### src/psdw_pkg.sv
// package for the proximity start-delay and wait timer
package psdw_pkg;
    // register offsets on the sensor register port
    localparam logic [7:0] ADDR_START_DELAY_LOW  = 8'hEA;
    localparam logic [7:0] ADDR_START_DELAY_HIGH = 8'hEB;
    localparam logic [7:0] ADDR_WAIT_DURATION    = 8'hEC;
    localparam logic [7:0] RESET_BYTE            = 8'h00;
    localparam logic [15:0] START_DELAY_OFF      = 16'h0000;

    // timing: clock period and documented ticks, in picoseconds
    localparam longint CLK_PERIOD_PS   = 64'd8000;
    localparam longint DELAY_TICK_PS   = 64'd1357000;
    localparam longint WAIT_TICK_PS    = 64'd2779000000;
    localparam int     LONG_WAIT_MULT  = 12;
    // a tick period is neither a least nor a longest time; round to nearest
    localparam longint DELAY_TICK_CYC  = (DELAY_TICK_PS + CLK_PERIOD_PS / 2) / CLK_PERIOD_PS;
    localparam longint WAIT_TICK_CYC   = (WAIT_TICK_PS + CLK_PERIOD_PS / 2) / CLK_PERIOD_PS;

    typedef enum logic [1:0] {
        PSDW_MODE_SEQUENTIAL = 2'b00,
        PSDW_MODE_PARALLEL   = 2'b01,
        PSDW_MODE_CONCURRENT = 2'b10
    } psdw_mode_t;

    typedef struct packed {
        logic       wr;
        logic [7:0] addr;
        logic [7:0] wdata;
    } psdw_reg_req_t;

    typedef enum logic [1:0] {
        PSDW_ST_IDLE  = 2'b00,
        PSDW_ST_DELAY = 2'b01,
        PSDW_ST_WAIT  = 2'b10
    } psdw_state_t;
endpackage : psdw_pkg

### src/psdw_timer.sv
// proximity start-delay counter and proximity wait timer
// Behaviour
// - the start delay is one 16-bit value, high byte in bits 15:8 and low byte in bits 7:0.
// - the delay counts ticks of 1.357 us and a value of zero disables the delay.
// - a measurement starts only once the programmed delay has elapsed after frame sync.
// - each frame-sync pulse while integration is enabled clears and restarts the delay counter, even mid-count.
// - the wait lasts the 8-bit setting plus one, times 2.779 ms.
// - the wait is a down counter loaded at the very start of each measurement cycle.
// - a wait not longer than the measurement time is ignored.
// - with long wait on, the wait is multiplied by 12.
// - the wait applies in full parallel and concurrent modes, not in sequential mode.
module psdw_timer #(
    parameter longint DELAY_TICK_CYCLES = psdw_pkg::DELAY_TICK_CYC,
    parameter longint WAIT_TICK_CYCLES  = psdw_pkg::WAIT_TICK_CYC
) (
    input  wire logic                    clk,
    input  wire logic                    reset_n,
    input  wire logic                    clk_en,
    input  wire psdw_pkg::psdw_reg_req_t reg_req,
    output logic [7:0]                   reg_rdata,
    input  wire logic                    frame_sync,
    input  wire logic                    integration_enable,
    input  wire psdw_pkg::psdw_mode_t    op_mode,
    input  wire logic                    prox_wait_long_multiplier,
    input  wire logic                    meas_done,
    output logic                         meas_start,
    output logic                         wait_active
);
    logic [7:0]  prox_start_delay_low_byte;
    logic [7:0]  prox_start_delay_high_byte;
    logic [7:0]  prox_wait_duration;
    logic [7:0]  next_low;
    logic [7:0]  next_high;
    logic [7:0]  next_wait_dur;
    logic [7:0]  next_rdata;
    logic [2:0]  sync_q;
    logic [2:0]  next_sync_q;
    psdw_pkg::psdw_state_t state;
    psdw_pkg::psdw_state_t next_state;
    logic [31:0] tick_cnt;
    logic [31:0] next_tick_cnt;
    logic [15:0] delay_cnt;
    logic [15:0] next_delay_cnt;
    logic [12:0] wait_cnt;
    logic [12:0] next_wait_cnt;
    logic        next_meas_start;
    logic [15:0] prox_start_delay;
    logic        sync_pulse;
    logic        wait_applies;

    localparam logic [31:0] DTICK = 32'(DELAY_TICK_CYCLES - 1);
    localparam logic [31:0] WTICK = 32'(WAIT_TICK_CYCLES - 1);
    localparam logic [15:0] START_DELAY_ZERO = psdw_pkg::START_DELAY_OFF;

    assign prox_start_delay = {prox_start_delay_high_byte, prox_start_delay_low_byte};
    // sync_q[0] feeds only sync_q[1]; edge seen between stages 1 and 2
    assign sync_pulse       = sync_q[1] & ~sync_q[2];
    assign wait_applies     = (op_mode == psdw_pkg::PSDW_MODE_PARALLEL) ||
                              (op_mode == psdw_pkg::PSDW_MODE_CONCURRENT);
    assign wait_active      = (state == psdw_pkg::PSDW_ST_WAIT);

    always_comb begin
        next_low      = prox_start_delay_low_byte;
        next_high     = prox_start_delay_high_byte;
        next_wait_dur = prox_wait_duration;
        next_rdata    = reg_rdata;
        if (reg_req.wr) begin
            if (reg_req.addr == psdw_pkg::ADDR_START_DELAY_LOW) begin
                next_low = reg_req.wdata;
            end else if (reg_req.addr == psdw_pkg::ADDR_START_DELAY_HIGH) begin
                next_high = reg_req.wdata;
            end else if (reg_req.addr == psdw_pkg::ADDR_WAIT_DURATION) begin
                next_wait_dur = reg_req.wdata;
            end
        end else begin
            if (reg_req.addr == psdw_pkg::ADDR_START_DELAY_LOW) begin
                next_rdata = prox_start_delay_low_byte;
            end else if (reg_req.addr == psdw_pkg::ADDR_START_DELAY_HIGH) begin
                next_rdata = prox_start_delay_high_byte;
            end else if (reg_req.addr == psdw_pkg::ADDR_WAIT_DURATION) begin
                next_rdata = prox_wait_duration;
            end else begin
                next_rdata = psdw_pkg::RESET_BYTE;
            end
        end
    end

    always_comb begin
        next_sync_q     = {sync_q[1:0], frame_sync};
        next_state      = state;
        next_tick_cnt   = tick_cnt;
        next_delay_cnt  = delay_cnt;
        next_wait_cnt   = wait_cnt;
        next_meas_start = 1'b0;
        case (state)
            psdw_pkg::PSDW_ST_IDLE: begin
            end
            psdw_pkg::PSDW_ST_DELAY: begin
                if (delay_cnt == prox_start_delay) begin
                    next_meas_start = 1'b1;
                    next_tick_cnt   = '0;
                    // wait counts from cycle start, covering initialisation
                    next_wait_cnt   = prox_wait_long_multiplier ?
                        13'((prox_wait_duration + 13'd1) * 13'(psdw_pkg::LONG_WAIT_MULT)) :
                        13'(prox_wait_duration + 13'd1);
                    next_state      = wait_applies ? psdw_pkg::PSDW_ST_WAIT :
                                                     psdw_pkg::PSDW_ST_IDLE;
                end else if (tick_cnt == DTICK) begin
                    next_tick_cnt  = '0;
                    next_delay_cnt = delay_cnt + 16'h0001;
                end else begin
                    next_tick_cnt = tick_cnt + 32'h0000_0001;
                end
            end
            psdw_pkg::PSDW_ST_WAIT: begin
                // wait ending before the measurement counts as ignored
                if (wait_cnt == 13'h0000 && meas_done) begin
                    next_state = psdw_pkg::PSDW_ST_IDLE;
                end else if (wait_cnt != 13'h0000) begin
                    if (tick_cnt == WTICK) begin
                        next_tick_cnt = '0;
                        next_wait_cnt = wait_cnt - 13'h0001;
                    end else begin
                        next_tick_cnt = tick_cnt + 32'h0000_0001;
                    end
                end
            end
            default: next_state = psdw_pkg::PSDW_ST_IDLE;
        endcase
        // frame sync restarts the delay from zero in any state
        if (sync_pulse && integration_enable) begin
            next_state     = psdw_pkg::PSDW_ST_DELAY;
            next_tick_cnt  = '0;
            next_delay_cnt = START_DELAY_ZERO;
        end
        // stopping integration also suppresses a start that was about to fire
        if (!integration_enable) begin
            next_state      = psdw_pkg::PSDW_ST_IDLE;
            next_meas_start = 1'b0;
        end
    end

    always_ff @(posedge clk) begin
        if (!reset_n) begin
            prox_start_delay_low_byte  <= psdw_pkg::RESET_BYTE;
            prox_start_delay_high_byte <= psdw_pkg::RESET_BYTE;
            prox_wait_duration         <= psdw_pkg::RESET_BYTE;
            reg_rdata                  <= psdw_pkg::RESET_BYTE;
            sync_q                     <= 3'h0;
            state                      <= psdw_pkg::PSDW_ST_IDLE;
            tick_cnt                   <= 32'h0000_0000;
            delay_cnt                  <= 16'h0000;
            wait_cnt                   <= 13'h0000;
            meas_start                 <= 1'b0;
        end else if (clk_en) begin
            prox_start_delay_low_byte  <= next_low;
            prox_start_delay_high_byte <= next_high;
            prox_wait_duration         <= next_wait_dur;
            reg_rdata                  <= next_rdata;
            sync_q                     <= next_sync_q;
            state                      <= next_state;
            tick_cnt                   <= next_tick_cnt;
            delay_cnt                  <= next_delay_cnt;
            wait_cnt                   <= next_wait_cnt;
            meas_start                 <= next_meas_start;
        end
    end
endmodule : psdw_timer

### config.mk
export PLATFORM = sky130hd
export DESIGN_NAME = psdw_timer
export DESIGN_NICKNAME = d
export VERILOG_FILES = /design/src/psdw_pkg.sv /design/src/psdw_timer.sv
export SDC_FILE = /design/constraint.sdc
export NUM_CORES = 1
export LEC_CHECK = 0
export CAP_MARGIN = 25
export CELL_PAD_IN_SITES_DETAIL_PLACEMENT = 2
export CELL_PAD_IN_SITES_GLOBAL_PLACEMENT = 2
export CORE_AREA = 4 4 91 179
export CTS_CLUSTER_SIZE = 25
export DETAILED_ROUTE_END_ITERATION = 10
export DIE_AREA = 0 0 95 183
export DONT_BUFFER_PORTS = 1
export GPL_TIMING_DRIVEN = 0
export PLACE_DENSITY_LB_ADDON = 0.12
export SETUP_SLACK_MARGIN = 0.3
export SLEW_MARGIN = 20
export SYNTH_ARGS = -nofsm -noshare
export SYNTH_HDL_FRONTEND = slang
export SYNTH_SLANG_ARGS = --single-unit
### constraint.sdc
create_clock -name clk -period 3.3 [get_ports clk]
set_input_delay 0.33 -clock clk [delete_from_list [all_inputs] [get_ports clk]]
set_output_delay 0.33 -clock clk [all_outputs]
set_load 0.1 [all_outputs]
==> flow_metrics.tcl, run 1 <==
set metrics [dict create \
    vias 5373 \
    die_x_um 95 \
    syn-num-nets 752 \
    r2r_end "wait_cnt[11]" \
    num_antenna_cells 0 \
    antenna_found_initial 0 \
    post-route-period-util_pct 84.8 \
    ys_warn_count 0 \
    first_pass_iters 4 \
    synth-edff-count 0 \
    power_switching_uw 644 \
    vdd_drop_max_v 0.000281 \
    p_comb_share_pct 3.8 \
    ys_seq_elements 99 \
    max_freq_ghz 0.357 \
    r2r_setup_slack_ns 0.50 \
    start_util_pct 38.9 \
    critical_path_class "flip-flop to flip-flop" \
    relSlewSlack_pct 30.6 \
    grt_use_total_pct 25.0 \
    avgViaCountPerCell 5.81 \
    clock_sinks 99 \
    rsz0062_at_grt "no" \
    p_int_mw 1.91 \
    r2r-start "prox_wait_duration[1]" \
    crit_arrival_ns 3.11 \
    synth_fa_ha_area_share_pct 3.04 \
    grt_pass1_wl_um 33300 \
    drive_gt1_share_pct 7.68 \
    report.final.slew_viol_count 0 \
    p_per_area_nw_per_um2 399 \
    clock_power_share_pct 47.3 \
    whs_path_depth 2 \
    async_flop_share_pct 0 \
    synth_top_family_by_area "simple AND/OR/NAND/NOR gates" \
    yosys.area_share.simple_pct 27.7 \
    wl_per_cell_um 22.4 \
    die_area_sq_um 17400 \
    worstHoldStart "reg_req[1]" \
    drc 0 \
    startpoint_type "flip-flop" \
    fp.coreArea_sq_um 14800 \
    postCtsHoldBufs 0 \
    io_buffers 0 \
    skew_ns 0.00812 \
    p_leak_nw 2.27 \
    fin_area_sq_um 6400 \
    grt_overflow 0 \
    worstSkewPairLatency_ns 0.36 \
    antenna_left 0 \
    tightest_slew_ns 1.04 \
    share_seq_of_total_power_pct 48.9 \
    yosys-top-cells-area "dfxtp_1 (34%), nor2_1 (6.6%), xnor2_1 (6.2%), mux2i_1 (5.4%), xor2_1 (4.1%)" \
    final_cell_mix "nor2_1 (100), dfxtp_1 (99), nand2_1 (59), xnor2_1 (41)" \
    synthFlopType "dfxtp_1" \
    crit_fanout 10 \
    cts_tree "done" \
    cts_buffer_depth 2 \
    layout.cells.non_filler 924 \
    hold_path_end "prox_start_delay_low_byte[1]" \
    grt_max_degree 19 \
    dieHeight_um 183 \
    drv_cap 0 \
    htree_num_levels 3 \
    routed_wl_um 20700 \
    hold_class "input pin to flip-flop" \
    fin_crit_ns 2.80 \
    finalWeightedCongestion 0.854 \
    grt_pass1_vias 6167 \
    yosys.area.top_type_share_pct 34.4 \
    hold_violations 0 \
    yosysTopAreaCell "dfxtp_1" \
    placed_cells 907 \
    synth.distinct_cells 74 \
    total_power_mw 2.55 \
    required_ns 3.61 \
    ios 36 \
    cts_root_buffer "clkbuf_16" \
    syn_to_final_growth_pct 11.1 \
    yosysSeqAreaShare_pct 34.4 \
    synth-xor-area-share_pct 10.3 \
    setup_viol 0 \
    layout_commonest_cell "nor2_1" \
    fin_nets 764 \
    syn_avg_cell_area_sq_um 8.09 \
    swShare_pct 25.2 \
    outcome "finished, final reports clean" \
    end_kind "flip-flop" \
    syn_inst 712 \
    dpl-instance-area_sq_um 6000 \
    ff2ff_path_depth 9 \
    cts.reportedPaths.clkPinSlew_ns 0.08 \
    synth_compound_area_share_pct 14.6 \
    muxShareOfSynthArea_pct 5.39 \
    final_util_pct 43.2 \
    cts_buffers 9 \
    syn-cell-area_sq_um 5760 \
    hpwl_um 16200 \
    num_rows 63 \
    drt-initial-drc-count 159 \
]
## synth_stat cells, drive strengths merged, types with 4 or more instances
library cell,n
a211oi,4
a21oi,32
a221oi,8
a22oi,4
a31oi,4
and4,5
buf,9
clkbuf,28
dfxtp,99
ha,14
inv,27
mux2i,31
nand2,60
nand2b,6
nand3,30
nand4,16
nor2,102
nor2b,6
nor3,21
nor4,21
nor4b,4
o211ai,4
o21ai,34
o31ai,6
or3,8
or4,10
xnor2,41
xor2,27
## layout make-up
cell class / instances / area (sq um)
Fill cell: 1740 / 8420
Multi-Input combinational cell: 549 / 3560
Sequential cell: 99 / 1980
Tap cell: 195 / 244
Clock buffer: 9 / 225
Buffer: 37 / 168
Clock inverter: 7 / 106
Inverter: 27 / 101
Timing Repair Buffer: 1 / 7.51
## power groups by stage
stage | clock network, mW | logic, mW | registers, mW
after global routing | 1.28 | 0.107 | 1.25
after floorplan | 0 | 0.0614 | 1.27
after global placement | 0 | 0.0915 | 1.28
after detailed placement | 0 | 0.0953 | 1.28
final | 1.21 | 0.0967 | 1.25
after CTS | 1.22 | 0.0971 | 1.25
## flip-flops by register name (all words and copies together), names as in the netlist
register                    cells
delay_cnt                      16
meas_start                      1
prox_start_delay_high_byte      8
prox_start_delay_low_byte       8
prox_wait_duration              8
reg_rdata                       8
state                           2
sync_q                          3
tick_cnt                       32
wait_cnt                       13
## how the worst max path moves through the flow
stage                           from           end  slack (ns)  depth (start not counted)
6_report       prox_wait_duration[1]  wait_cnt[11]        0.50                          9
5_1_grt        prox_wait_duration[1]  wait_cnt[11]        0.32                          9
4_1_cts                     state[0]   tick_cnt[0]        0.30                          9
3_5_place_dp                state[0]   tick_cnt[0]       -0.36                          9
3_3_place_gp                state[0]   tick_cnt[8]       -0.26                          9
2_1_floorplan               state[0]  tick_cnt[31]        0.44                         10
## metrics by stage
step	worst slack (ns)	TNS, ns	hold slack (ns)
after global routing	0.322	0	0.119
after floorplan	0.441	0	0.453
after detailed placement	-0.355	-8.97	0.486
final	0.501	0	0.119
after CTS	0.297	0	0.111
after global placement	-0.258	-5.98	0.472
## critical path: stages, from the launching register on
cell and delay (ns):
dfxtp_1 0.50, ha_1 0.26, clkbuf_2 0.26, nand3_1 0.17, xnor2_1 0.51, o31ai_2 0.18
a21oi_1 0.31, o41ai_2 0.13, nor4_1 0.26, a221o_1 0.17
## logic make-up (layout without fill, tap and decap cells)
| group | count (synthesis) | in the layout |
|---|---|---|
| AOI/OAI and AO/OA | 128 | 128 |
| xor gates and xnor gates | 68 | 68 |
| adders and majority gates | 14 | 14 |
| buffers and inverters | 64 | 81 |
| DFF | 99 | 99 |
| muxes | 31 | 31 |
| and+or+nand+nor | 308 | 308 |
## repair_timing
item,CTS,global route
buffers inserted,1,0
setup endpoints to repair,45,36
pin swaps,1,0
resized for setup,10,8
## routing by layer
| metal | GRT usage [%] | part of all wire [%] | wire, um |
|---|---|---|---|
| met5 | 0 | 0 | 0 |
| met3 | 3.12 | 1.9 | 390 |
| met1 | 22.9 | 34 | 7080 |
| met2 | 51.1 | 60 | 12400 |
| met4 | 12.1 | 3.9 | 813 |
No activity file was read; power rests on OpenSTA's default activity.
==> run 2, diff against run 1 <==
Settings changed: CORE_AREA 4 4 91 179 to 4 4 96 189, DIE_AREA 0 0 95 183 to 0 0 100 193.
Clock period 3.3 ns to 2.3 ns, I/O delays scaled along.
==> flow_metrics.tcl, run 2 (same netlist as run 1, synthesis figures left out) <==
set metrics [dict create \
    placed_cells 919 \
    top_layer "met4" \
    required_ns 2.61 \
    vias 6041 \
    end_kind "flip-flop" \
    cts_buffer_depth 2 \
    syn_to_final_growth_pct 45.9 \
    critPathLaunch "tick_cnt[23]" \
    wl_per_cell_um 28.4 \
    violations "negative setup slack" \
    hpwl_um 16300 \
    drc 0 \
    drt-initial-drc-count 251 \
    ff2ff_path_depth 8 \
    vdd_drop_max_v 0.000423 \
    clock_sinks 99 \
    crit_arrival_ns 2.92 \
    avgViaCountPerCell 6.01 \
    r2r-start "tick_cnt[23]" \
    fin_crit_ns 2.61 \
    drive_gt1_share_pct 41.9 \
    rsz0062_at_grt "yes" \
    die_x_um 100 \
    largest_register_ffs 32 \
    grt_pass1_wl_um 37400 \
    postCtsHoldBufs 0 \
    io_buffers 0 \
    p_per_area_nw_per_um2 435 \
    antenna_found_initial 0 \
    ios 36 \
    skew_ns 0.0144 \
    fp.coreArea_sq_um 16700 \
    grt_max_degree 19 \
    post-route-period-util_pct 114 \
    fin_hold_ws_ns 0.00799 \
    max_freq_ghz 0.383 \
    place_ws_ns -0.570 \
    grt_overflow 0 \
    critical_path_class "flip-flop to flip-flop" \
    fin_nets 833 \
    num_antenna_cells 0 \
    antenna_left 0 \
    cp_cell_sequence "nor4_4 -> nand4_1 -> o41ai_4 -> and4_4 -> nand2_4 -> buf_4 -> nor4_1 -> a221o_1" \
    startpoint_type "flip-flop" \
    routed_wl_um 28600 \
    drv_cap 0 \
    dieHeight_um 193 \
    tightest_slew_ns 1.04 \
    final_util_pct 50.4 \
    outcome "finished, violations left" \
    relSlewSlack_pct 30.3 \
    num_rows 67 \
    met2_length_um 16900 \
    grt_use_total_pct 25.3 \
    finalWeightedCongestion 0.866 \
    wl_met3_um 816 \
    total_power_mw 3.65 \
    wl_met1_um 9530 \
    report.final.slew_viol_count 0 \
    hold_class "input pin to flip-flop" \
    largest_register "tick_cnt" \
    cts.reportedPaths.clkPinSlew_ns 0.09 \
    first_pass_iters 5 \
    grt_pass1_vias 6622 \
    layout_commonest_cell "nor2_1" \
    layout.cells.non_filler 1005 \
    cpPeakStageDelay_ns 0.42 \
    final_cell_mix "nor2_1 (75), buf_4 (54), nand2_1 (50), dfxtp_1 (43), xnor2_1 (33)" \
    cts_buffers 9 \
    cts_tree "done" \
    r2r_end "wait_cnt[11]" \
    die_area_sq_um 19300 \
    top_regs "tick_cnt (32), delay_cnt (16), wait_cnt (13)" \
    r2r_setup_slack_ns -0.31 \
    timing.final.ws_setup_ns -0.313 \
    hold_violations 0 \
    crit_fanout 5 \
    start_util_pct 34.5 \
    p_leak_nw 2.99 \
    critPathCapture "wait_cnt[11]" \
    htree_num_levels 3 \
    crit_slowest_cell "o41ai_4" \
    worstSkewPairLatency_ns 0.38 \
    setup_viol 57 \
    cts_root_buffer "clkbuf_16" \
]
## run 2: layout make-up
class	count	area [sq um]
fillers	1722	8280
multi-input cells	549	4670
flip-flops and latches	99	2120
repair buffers	71	612
plain buffers	36	329
well taps	207	259
clock buffers	9	225
inverters	27	101
clock inverters	7	87.6
## run 2: what timing repair did
action / 4_1_cts / 5_1_grt
hold endpoints to repair: 0 / 0
gates resized for setup: 164 / 162
pin swaps: 50 / 45
endpoints found under the setup margin: 64 / 87
buffers inserted: 48 / 21
cloned: 2 / 0
## run 2: through the flow
step | setup TNS, ns | cell area [sq um]
finish | -5.58 | 8400
global route | -8.75 | 8400
CTS | -0.693 | 7630
detailed placement | -25.83 | 6250
global placement | -25.65 | 6250
floorplan | 0 | 5990
## run 2: worst max-delay path, delay by kind of cell, from the launching register on
| kind | cells | cell delay (ns) |
|---|---|---|
| compound gates | 2 | 0.61 |
| buf+inv | 1 | 0.19 |
| flops | 1 | 0.37 |
| simple gates | 5 | 1.37 |
## run 2: worst min path at each step
stage | endpoint | start | slack [ns] | cells after the start
after floorplan | prox_start_delay_high_byte[0] | reg_req[0] | 0.37 | 2
after global placement | prox_start_delay_high_byte[3] | reg_req[3] | 0.38 | 2
after detailed placement | prox_start_delay_high_byte[6] | reg_req[6] | 0.39 | 2
after CTS | prox_start_delay_high_byte[4] | reg_req[4] | 0.01 | 2
after global routing | sync_q[0] | frame_sync | 0.01 | 2
final | prox_wait_duration[6] | reg_req[6] | 0.008 | 2
## run 2: routing by layer
layer,up-vias,track usage [%]
li1,2692,-
met1,3105,23.1
met2,160,52.8
met3,84,3.89
met4,0,10.9
met5,-,0
## run 2: report_power, final
part / internal [mW] / switching (mW)
clock network: 0.863 / 0.819
logic: 0.0721 / 0.138
registers: 1.69 / 0.0674
